### src/design/sb_pkg.sv
// constants and layouts shared by the shift block design files
//
// Contract
// - with enable inactive, no shift, load or clear happens at all.
// - each accepted pulse loads one entry at its end, others move one stage; the code loads it after the pulse's rising edge.
// - the entry at the far end drops out during a shift and is lost.
// - two formats, one bit or one double word per stage, set by configuration.
// - bit format uses forward/backward bit inputs and eight bit outputs.
// - word format stages and inputs are signed 32-bit values, full range.
// - word outputs show stages one to eight only in word format.
// - forward pulse loads forward input into stage one, stage n moves to n+1.
// - clear while enabled zeroes all eight stages, any format or direction.
// - in bit format word inputs and word outputs have no effect.
// - after reset the format is single bit until word format is chosen.
package sb_pkg;

  localparam int STAGE_COUNT = 8;
  localparam int WORD_W      = 32;
  localparam int CMD_W       = WORD_W + 1;
  localparam int FIFO_DEPTH  = 16;
  localparam int ADDR_W      = 8;
  localparam int COUNT_W     = 5;

  // register byte offsets
  localparam logic [ADDR_W-1:0] CTRL_OFFSET   = 8'h00;
  localparam logic [ADDR_W-1:0] STATUS_OFFSET = 8'h04;
  localparam logic [ADDR_W-1:0] STAGE_BASE    = 8'h20;
  localparam logic [ADDR_W-1:0] STAGE_LAST    = 8'h3C;

  // control fields
  localparam int CTRL_ENABLE_BIT = 0;
  localparam int CTRL_MODE_BIT   = 1;
  localparam int CTRL_HOLD_BIT   = 2;
  localparam int CTRL_CLEAR_BIT  = 3;

  // status fields
  localparam int STATUS_EMPTY_BIT = 0;
  localparam int STATUS_FULL_BIT  = 1;
  localparam int STATUS_DROP_BIT  = 2;
  localparam int STATUS_COUNT_LSB = 8;

  // reset values
  localparam logic CTRL_ENABLE_RESET = 1'b1;
  localparam logic CTRL_MODE_RESET   = 1'b0;
  localparam logic CTRL_HOLD_RESET   = 1'b0;

  typedef enum logic {
    SB_DIR_FORWARD,
    SB_DIR_BACKWARD
  } sb_dir_type;

  typedef logic signed [WORD_W-1:0] sb_word_type;

endpackage : sb_pkg

### src/design/sb_edge.sv
// rising edge detector for one shift pulse input
module sb_edge
  import sb_pkg::*;
(
  input  wire logic clk_sys,
  input  wire logic srst,
  input  wire logic level,
  output logic      rise
);

  logic prev;

  always_ff @(posedge clk_sys) begin
    if (srst) begin
      prev <= 1'b0;
    end else begin
      prev <= level;
    end
  end

  // a pulse held high counts once
  assign rise = level & ~prev;

endmodule // sb_edge

### src/design/sb_fifo.sv
// flip-flop fifo with valid/ready on both sides and a flush
module sb_fifo
  import sb_pkg::*;
#(
  parameter int WIDTH = CMD_W,
  parameter int DEPTH = FIFO_DEPTH
) (
  input  wire logic                       clk_sys,
  input  wire logic                       srst,
  input  wire logic                       flush,
  input  wire logic                       in_valid,
  output logic                            in_ready,
  input  wire logic [WIDTH-1:0]           in_data,
  output logic                            out_valid,
  input  wire logic                       out_ready,
  output logic [WIDTH-1:0]                out_data,
  output logic [$clog2(DEPTH+1)-1:0]      count
);

  localparam int PTR_W = $clog2(DEPTH);

  logic [WIDTH-1:0] mem [DEPTH];
  logic [PTR_W-1:0] wr_ptr;
  logic [PTR_W-1:0] rd_ptr;
  logic             push;
  logic             pop;

  assign in_ready  = (count != DEPTH[$clog2(DEPTH+1)-1:0]);
  assign out_valid = (count != '0);
  assign out_data  = mem[rd_ptr];
  assign push      = in_valid & in_ready;
  assign pop       = out_valid & out_ready;

  always_ff @(posedge clk_sys) begin
    if (push) begin
      mem[wr_ptr] <= in_data;
    end
  end

  always_ff @(posedge clk_sys) begin
    if (srst || flush) begin
      wr_ptr <= '0;
      rd_ptr <= '0;
      count  <= '0;
    end else begin
      if (push) begin
        wr_ptr <= wr_ptr + 1'b1;
      end
      if (pop) begin
        rd_ptr <= rd_ptr + 1'b1;
      end
      if (push && !pop) begin
        count <= count + 1'b1;
      end else if (pop && !push) begin
        count <= count - 1'b1;
      end
    end
  end

endmodule // sb_fifo

### src/design/sb_shift_block.sv
// eight-stage bidirectional shift block with register port
module sb_shift_block
  import sb_pkg::*;
(
  input  wire logic              clk_sys,
  input  wire logic              srst,
  // user control inputs
  input  wire logic              enable,
  input  wire logic              forward_pulse,
  input  wire logic              backward_pulse,
  input  wire logic              clear_input,
  input  wire logic              forward_bit_input,
  input  wire logic              backward_bit_input,
  input  wire logic [WORD_W-1:0] forward_word_input,
  input  wire logic [WORD_W-1:0] backward_word_input,
  output logic                   cmd_ready,
  // bit stage outputs
  output logic                   bit_stage_first,
  output logic                   bit_stage_2,
  output logic                   bit_stage_3,
  output logic                   bit_stage_4,
  output logic                   bit_stage_5,
  output logic                   bit_stage_6,
  output logic                   bit_stage_7,
  output logic                   bit_stage_last,
  // word stage outputs
  output logic [WORD_W-1:0]      word_stage_first,
  output logic [WORD_W-1:0]      word_stage_2,
  output logic [WORD_W-1:0]      word_stage_3,
  output logic [WORD_W-1:0]      word_stage_4,
  output logic [WORD_W-1:0]      word_stage_5,
  output logic [WORD_W-1:0]      word_stage_6,
  output logic [WORD_W-1:0]      word_stage_7,
  output logic [WORD_W-1:0]      word_stage_last,
  // register port
  input  wire logic [ADDR_W-1:0] reg_addr,
  input  wire logic [WORD_W-1:0] reg_wdata,
  input  wire logic              reg_wr,
  input  wire logic              reg_rd,
  output logic [WORD_W-1:0]      reg_rdata
);

  // widen one data bit to a stage word
  function automatic sb_word_type widen_bit(input logic b);
    widen_bit = {{(WORD_W-1){1'b0}}, b};
  endfunction

  // stage index of a stage address
  function automatic logic [2:0] stage_index(input logic [ADDR_W-1:0] a);
    logic [ADDR_W-1:0] rel;
    rel = a - STAGE_BASE;
    stage_index = rel[4:2];
  endfunction

  sb_word_type            stage [STAGE_COUNT];
  logic                   ctrl_enable;
  logic                   double_word_mode;
  logic                   ctrl_hold;
  logic                   drop_flag;

  logic                   fwd_rise;
  logic                   bwd_rise;
  logic                   active;
  logic                   sw_clear;
  logic                   clear_all;
  logic                   push_valid;
  logic                   push_ready;
  logic                   dropped;
  logic [CMD_W-1:0]       push_cmd;
  sb_word_type            push_word;
  sb_dir_type             push_dir;
  logic                   pop_valid;
  logic                   pop_ready;
  logic                   pop_fire;
  logic [CMD_W-1:0]       pop_cmd;
  sb_dir_type             pop_dir;
  sb_word_type            pop_word;
  logic [COUNT_W-1:0]     fifo_count;
  logic                   ctrl_write;
  logic                   status_write;
  logic [WORD_W-1:0]      next_rdata;
  logic [STAGE_COUNT-1:0] bit_out;
  sb_word_type            word_out [STAGE_COUNT];

  sb_edge u_fwd_edge (
    .clk_sys (clk_sys),
    .srst    (srst),
    .level   (forward_pulse),
    .rise    (fwd_rise)
  );

  sb_edge u_bwd_edge (
    .clk_sys (clk_sys),
    .srst    (srst),
    .level   (backward_pulse),
    .rise    (bwd_rise)
  );

  assign ctrl_write   = reg_wr && (reg_addr == CTRL_OFFSET);
  assign status_write = reg_wr && (reg_addr == STATUS_OFFSET);
  assign sw_clear     = ctrl_write && reg_wdata[CTRL_CLEAR_BIT];

  // both the pin and the control bit must enable the block
  assign active    = enable & ctrl_enable;
  assign clear_all = active & (clear_input | sw_clear);

  // command capture on a pulse edge
  assign push_valid = active & ~clear_all & (fwd_rise | bwd_rise);
  assign push_dir   = fwd_rise ? SB_DIR_FORWARD : SB_DIR_BACKWARD;

  always_comb begin
    push_word = '0;
    if (double_word_mode) begin
      // word inputs used only in word format
      push_word = fwd_rise ? forward_word_input
                           : backward_word_input;
    end else begin
      push_word = fwd_rise ? widen_bit(forward_bit_input)
                           : widen_bit(backward_bit_input);
    end
  end

  assign push_cmd = {push_dir, push_word};
  assign cmd_ready = push_ready;

  // full fifo or simultaneous edges lose a command
  assign dropped = (push_valid & ~push_ready)
                 | (push_valid & fwd_rise & bwd_rise);

  assign pop_ready = active & ~ctrl_hold & ~clear_all;
  assign pop_fire  = pop_valid & pop_ready;
  assign pop_dir   = sb_dir_type'(pop_cmd[CMD_W-1]);
  assign pop_word  = pop_cmd[WORD_W-1:0];

  sb_fifo #(
    .WIDTH (CMD_W),
    .DEPTH (FIFO_DEPTH)
  ) u_fifo (
    .clk_sys   (clk_sys),
    .srst      (srst),
    .flush     (clear_all),
    .in_valid  (push_valid),
    .in_ready  (push_ready),
    .in_data   (push_cmd),
    .out_valid (pop_valid),
    .out_ready (pop_ready),
    .out_data  (pop_cmd),
    .count     (fifo_count)
  );

  // stage storage
  always_ff @(posedge clk_sys) begin
    if (srst) begin
      for (int i = 0; i < STAGE_COUNT; i++) begin
        stage[i] <= '0;
      end
    end else if (clear_all) begin
      for (int i = 0; i < STAGE_COUNT; i++) begin
        stage[i] <= '0;
      end
    end else if (pop_fire) begin
      if (pop_dir == SB_DIR_FORWARD) begin
        // last stage falls off the end
        for (int i = STAGE_COUNT - 1; i > 0; i--) begin
          stage[i] <= stage[i-1];
        end
        stage[0] <= pop_word;
      end else begin
        // first stage falls off the end
        for (int i = 0; i < STAGE_COUNT - 1; i++) begin
          stage[i] <= stage[i+1];
        end
        stage[STAGE_COUNT-1] <= pop_word;
      end
    end
  end

  // registered outputs, gated by format
  always_ff @(posedge clk_sys) begin
    if (srst) begin
      bit_out <= '0;
      for (int i = 0; i < STAGE_COUNT; i++) begin
        word_out[i] <= '0;
      end
    end else begin
      for (int i = 0; i < STAGE_COUNT; i++) begin
        bit_out[i]  <= ~double_word_mode & stage[i][0];
        word_out[i] <= double_word_mode ? stage[i] : '0;
      end
    end
  end

  assign bit_stage_first  = bit_out[0];
  assign bit_stage_2      = bit_out[1];
  assign bit_stage_3      = bit_out[2];
  assign bit_stage_4      = bit_out[3];
  assign bit_stage_5      = bit_out[4];
  assign bit_stage_6      = bit_out[5];
  assign bit_stage_7      = bit_out[6];
  assign bit_stage_last   = bit_out[7];
  assign word_stage_first = word_out[0];
  assign word_stage_2     = word_out[1];
  assign word_stage_3     = word_out[2];
  assign word_stage_4     = word_out[3];
  assign word_stage_5     = word_out[4];
  assign word_stage_6     = word_out[5];
  assign word_stage_7     = word_out[6];
  assign word_stage_last  = word_out[7];

  // control register
  always_ff @(posedge clk_sys) begin
    if (srst) begin
      ctrl_enable      <= CTRL_ENABLE_RESET;
      double_word_mode <= CTRL_MODE_RESET;
      ctrl_hold        <= CTRL_HOLD_RESET;
    end else if (ctrl_write) begin
      ctrl_enable      <= reg_wdata[CTRL_ENABLE_BIT];
      double_word_mode <= reg_wdata[CTRL_MODE_BIT];
      ctrl_hold        <= reg_wdata[CTRL_HOLD_BIT];
    end
  end

  // sticky drop flag, set wins over write-one clear
  always_ff @(posedge clk_sys) begin
    if (srst) begin
      drop_flag <= 1'b0;
    end else if (dropped) begin
      drop_flag <= 1'b1;
    end else if (status_write && reg_wdata[STATUS_DROP_BIT]) begin
      drop_flag <= 1'b0;
    end
  end

  // read decode
  always_comb begin
    next_rdata = '0;
    if (reg_rd) begin
      if (reg_addr == CTRL_OFFSET) begin
        next_rdata[CTRL_ENABLE_BIT] = ctrl_enable;
        next_rdata[CTRL_MODE_BIT]   = double_word_mode;
        next_rdata[CTRL_HOLD_BIT]   = ctrl_hold;
      end else if (reg_addr == STATUS_OFFSET) begin
        next_rdata[STATUS_EMPTY_BIT] = ~pop_valid;
        next_rdata[STATUS_FULL_BIT]  = ~push_ready;
        next_rdata[STATUS_DROP_BIT]  = drop_flag;
        next_rdata[STATUS_COUNT_LSB +: COUNT_W] = fifo_count;
      end else if ((reg_addr >= STAGE_BASE) && (reg_addr <= STAGE_LAST)
                   && (reg_addr[1:0] == 2'b00)) begin
        next_rdata = stage[stage_index(reg_addr)];
      end
    end
  end

  // read data stands only in the cycle after the strobe
  always_ff @(posedge clk_sys) begin
    if (srst) begin
      reg_rdata <= '0;
    end else begin
      reg_rdata <= next_rdata;
    end
  end

endmodule // sb_shift_block

### config.mk
export PLATFORM = sky130hd
export DESIGN_NAME = sb_shift_block
export DESIGN_NICKNAME = d
export VERILOG_FILES = /design/src/design/sb_pkg.sv /design/src/design/sb_edge.sv /design/src/design/sb_fifo.sv /design/src/design/sb_shift_block.sv
export SDC_FILE = /design/constraint.sdc
export NUM_CORES = 1
export LEC_CHECK = 0
export BUFFER_PORTS_ARGS = -buffer_cell sky130_fd_sc_hd__buf_4
export CORE_UTILIZATION = 37
export DETAILED_ROUTE_END_ITERATION = 6
export PLACE_DENSITY = 0.5
export SETUP_SLACK_MARGIN = 0.3
export SLEW_MARGIN = 10
export SYNTH_ARGS = -nofsm -noshare
export SYNTH_HDL_FRONTEND = slang
export SYNTH_SLANG_ARGS = --single-unit
### constraint.sdc
create_clock -name clk_sys -period 12.55 [get_ports clk_sys]
set_clock_uncertainty 0.2 [all_clocks]
set_input_delay 1.255 -clock clk_sys [delete_from_list [all_inputs] [get_ports clk_sys]]
set_output_delay 1.255 -clock clk_sys [all_outputs]
set_load 0.05 [all_outputs]
After elaboration in Yosys (flattened, before gate mapping)
Memory sizes are Yosys's and may differ from the RTL's. A register that Yosys moved wholly into a read port is not among the register bits.
Cells that the tools add are included.
- register bits after elaboration: 59
- RAM bits: 1040
- input bits: 114
- output and inout port bits: 297
- word-level logic and storage cells: 181
- memories kept: 3
- memory list (memory ; words ; width ; read ports ; clocked after Yosys merged registers in ; wr ports ; line ; source):
    u_fifo.mem ; 16 ; 33 ; 1 ; 1 ; 1 ; sb_fifo.sv:22 ; logic [WIDTH-1:0] mem [DEPTH];
    stage ; 8 ; 32 ; 9 ; 0 ; 8 ; sb_shift_block.sv:55 ; sb_word_type stage [STAGE_COUNT];
    word_out ; 8 ; 32 ; 8 ; 0 ; 8 ; sb_shift_block.sv:83 ; sb_word_type word_out [STAGE_COUNT];
- add/subtract/negate cells: 5
- $lt $le $gt $ge: 2
- eq/ne operators: 2
- mux-type cells: 72
- bitwise operators: 65
- reductions and logical operators: 19
- operators by type and width (operator ; number):
    32-bit two-way mux ; 42
    1-bit bitwise OR ; 35
    1-bit two-way mux ; 22
    1-bit AND ; 21
    5-bit two-way mux ; 3
    13-bit two-way mux ; 1
    5-bit by 1-bit subtractor with 5-bit output (second input constant) ; 2
    1-bit inverter ; 9
    4-bit by 1-bit adder with 4-bit output (second input constant) ; 2
    8-bit by 3-bit == test with 1-bit output (second input constant) ; 1
    8-bit by 6-bit >= comparator with 1-bit output (second input constant) ; 1
    8-bit by 6-bit <= comparator with 1-bit output (second input constant) ; 1
    1-bit logical AND ; 8
    8-bit zero test ; 1
    4-bit two-way mux ; 2
    3-bit two-way mux ; 2
    5-bit by 1-bit adder with 5-bit output (second input constant) ; 1
    5-bit inequality test (second input constant) ; 1
    5-bit nonzero test ; 1
    5-bit OR reduction ; 1
    2-bit nonzero test ; 2
    3-bit OR reduction ; 1
    1-bit zero test ; 2
    2-bit zero test ; 1
    2 further kinds ; 2

Logic depth before layout (Yosys ltp)
- depth after elaboration: 14
- depth in mapped cells: 15
- mapped depth without buffers: 14

By module
A second synthesis with hierarchy kept.
- cells, all modules: 2621
- area total of the unflattened synthesis: 42943.7 um2
- by module, submodules not included (module ; times used ; cells an instance ; area an instance (um2) ; sequential area each (um2)):
    sb_shift_block ; 1 ; 1695 ; 22193.8 ; 13693.1
    sb_fifo ; 1 ; 920 ; 20654.8 ; 16195.5
    sb_edge ; 2 ; 3 ; 47.5 ; 20.0

Worst setup path after synthesis
OpenSTA, ideal clock, no wires.
- path kind: input port to flip-flop
- from: input reg_addr[1]
- to: memory stage[0][0] (netlist bit), enable pin
- setup time: 471 ps
- arrival time: 4831 ps
- required time: 11879 ps
- slack: 7048 ps
- stages: 6
- buffers on the path: 1
- path through: nor4_2 -> a41o_2 -> and2_1 -> or2_2 -> clkbuf_1 -> nand2b_1
- RTL lines (element ; line ; source):
    start: declaration ; sb_shift_block.sv:36 ; input wire logic [ADDR_W-1:0] reg_addr,
    end: declaration ; sb_shift_block.sv:55 ;

==> results_dict.tcl <==
set metrics [dict create \
    cpMaxStageDelayCell "dfxtp_4" \
    maxCapViolations 0 \
    drive_gt1_frac 0.3233 \
    setup_viol 0 \
    layout_commonest_cell "edfxtp_1" \
    power_density_nw_per_um2 157.9 \
    gr-usage-met3 0.03362 \
    busiest_layer "met2" \
    fin_area_sq_um 52120 \
    die_w_microns 345.7 \
    switching_share 0.2345 \
    critPathMostFrequentCell "buf_4" \
    yosysWarnings 0 \
    syn-num-nets 3081 \
    vias_per_cell 5.149 \
    synth_top_flop_cell "edfxtp_1" \
    path_max_fanout 109 \
    cts.clk_slew.worst_paths_ps 60 \
    grtUsageTotal 0.1949 \
    clock-sinks 1103 \
    met1_usage 0.2634 \
    critPathLaunchType "flip-flop" \
    clockPowerShare 0.432 \
    power_frac_seq 0.500 \
    die_y_microns 345.7 \
    min_to "word_out[1][109]" \
    crit_path_cell_trace "buf_4 > mux4_2 > nand3b_1 > nand4_1 > buf_4 > buf_4 > buf_4 > nand2_1 > a21oi_2" \
    worst_slew_pin_slew_ps 1268 \
    maxSlewHeadroom 0.1478 \
    intPower_mw 6.301 \
    met2_usage 0.3202 \
    hpwl_microns 72140 \
    clockBufferDepth 3 \
    io_pins 411 \
    grt_pass1_wl_microns 173300 \
    synth_edf_count 784 \
    cp-end-kind "flip-flop" \
    first_pass_iters 7 \
    ys_seq_area_frac 0.6847 \
    synthArstFlopShare 0 \
    criticalPathCategory "reg -> reg" \
    ant_nets 0 \
    arrival_ps 6070 \
    area_growth_pct 19.23 \
    final_nets 3437 \
    numPortBuffers 382 \
    regToRegEndpoint "stage[7][5]" \
    max_freq_mhz 174.6 \
    grt_overflow 0 \
    ctsHoldBuffers 0 \
    clk_latency_ps 700 \
    grt_pass1_vias 26240 \
    drt_wl_total_microns 117900 \
    layout_common_cells "edfxtp_1 (784), nand2_1 (618), buf_4 (435), dfxtp_1 (316), and2_1 (267)" \
    initial_core_util 0.3746 \
    critPathRequiredTime_ps 12890 \
    ctsRootBufferMaster "clkbuf_16" \
    report.final.slew_viol_count 0 \
    path_buf_inv 4 \
    min_period_ps 5726 \
    grt_max_degree 209 \
    tns_ps 0 \
    place_area_sq_um 48030 \
    worstHoldStart "stage[7][13]" \
    nFillCells 10480 \
    combPwrFrac 0.068 \
    leakage_nw 17.33 \
    cts.htree.levels 3 \
    design.core.area_sq_um 116700 \
    hold_depth 1 \
    cp_top_family "buffers and inverters" \
    post_cts_resized 0 \
    rsz0062_at_grt "no" \
    dieArea_sq_um 119500 \
    ys_types 49 \
    place_congestion 0.7780 \
    final_hold_viol_count 0 \
    peakVddDrop_mv 0.1057 \
    cp.depth 9 \
    numCtsBuffers 116 \
    avgSynthCellArea_sq_um 14.78 \
    wire_per_inst_microns 23.86 \
    drcViolationCount 0 \
    ys_ff_latch 1103 \
    syn-cell-area_sq_um 43710 \
    cpPeakStageDelay_ps 1090 \
    cts_tree "built" \
    p_switching_mw 1.930 \
    row_count 125 \
    r2r_cells 9 \
    synthCells 2957 \
    rrSetupSlack_ps 6820 \
    antenna_found_initial 2 \
    outcome "completed" \
    vias 25440 \
    cts_setup_buffers 0 \
    hold_path.class "reg -> reg" \
    drtIter0Drc 2036 \
    post-route-period-util 0.4562 \
]
-- cells by family after synthesis --
logic type | after synthesis | share of synthesized area
muxes | 232 | 0.1095
adders and majority gates | 11 | 0.003263
buffers and inverters | 208 | 0.02511
AOI/OAI and AO/OA | 392 | 0.07159
and+or+nand+nor | 1008 | 0.1052
xor gates and xnor gates | 3 | 0.0006013
DFF | 1103 | 0.6847
-- registers in the layout (all words and copies together) (netlist names), named ones only --
register	count
ctrl_enable	1
u_fifo.count	5
bit_out	8
ctrl_hold	1
stage	256
u_fifo.wr_ptr	4
drop_flag	1
double_word_mode	1
u_fwd_edge.prev	1
word_out	256
reg_rdata	32
u_bwd_edge.prev	1
u_fifo.mem	528
u_fifo.rd_ptr	4
-- layout make-up --
| type | count | area [sq um] | area share |
|---|---|---|---|
| inverters | 9 | 33.78 | 0.0006482 |
| clock buffers | 155 | 3393 | 0.06511 |
| diodes | 3 | 7.507 | 0.0001441 |
| multi-input cells | 1646 | 12870 | 0.2470 |
| clock inverters | 65 | 660.6 | 0.01268 |
| repair buffers | 437 | 3306 | 0.06343 |
| well taps | 1524 | 1907 | 0.03659 |
| flip-flops and latches | 1103 | 29940 | 0.5745 |
-- per-layer routing --
layer	vias to the layer above	share of wire	wire length [microns]
met5	-	0	0
met4	0	0.024	2888
met3	137	0.058	6808
met2	796	0.48	56760
met1	13050	0.44	51480
li1	11460	-	-
-- how the worst max path moves through the flow --
stage           startpoint     endpoint  slack (ps)
6_report         flip-flop  stage[7][5]        6820
5_1_grt          flip-flop  stage[7][5]        6320
4_1_cts          flip-flop  stage[7][5]        6730
3_5_place_dp     flip-flop  stage[7][5]        6710
3_3_place_gp     flip-flop  stage[7][5]        6780
2_1_floorplan  reg_addr[1]  stage[0][0]        7050
-- power groups by stage --
stage	Combinational, mW	Clock, mW	Sequential, mW
after global placement	0.561	0	4.18
after global routing	0.612	3.77	4.13
after CTS	0.570	3.64	4.11
final	0.563	3.56	4.11
after floorplan	0.426	0	4.14
after detailed placement	0.569	0	4.19
-- through the flow --
step / util / total power [mW] / std cells / setup WS (ps) / hold slack (ps)
floorplan: - / 4.565 / 2957 / 7048 / 254.8
global placement: 0.4117 / 4.743 / 4719 / 6782 / 290.3
detailed placement: 0.4117 / 4.759 / 4719 / 6715 / 288.5
CTS: 0.4464 / 8.324 / 4939 / 6727 / 305.0
global route: 0.4466 / 8.511 / 4939 / 6322 / 335.8
finish: 0.4467 / 8.231 / 4942 / 6824 / 309.9
-- cells in the mapped netlist (3+ instances only) --
cell	number	area share
buf_6	16	0.0041
and2_1	267	0.038
nor3_1	8	0.00092
edfxtp_1	784	0.54
clkbuf_1	111	0.0095
nand3_1	4	0.00046
ha_1	9	0.0026
dfxtp_1	319	0.15
or3_1	3	0.00043
mux2i_1	35	0.0080
nand2b_1	8	0.0011
nand4_1	3	0.00043
a22oi_1	67	0.012
a21oi_1	38	0.0044
buf_4	3	0.00052
a21oi_2	240	0.048
buf_8	11	0.0038
nand2_1	618	0.053
a21boi_0	31	0.0053
nor2_1	74	0.0064
inv_1	7	0.00060
mux4_2	197	0.10
nor2b_1	10	0.0014
buf_1	9	0.00077
buf_2	49	0.0056
o21ai_0	9	0.0010
(Power assumes the default switching activity.)
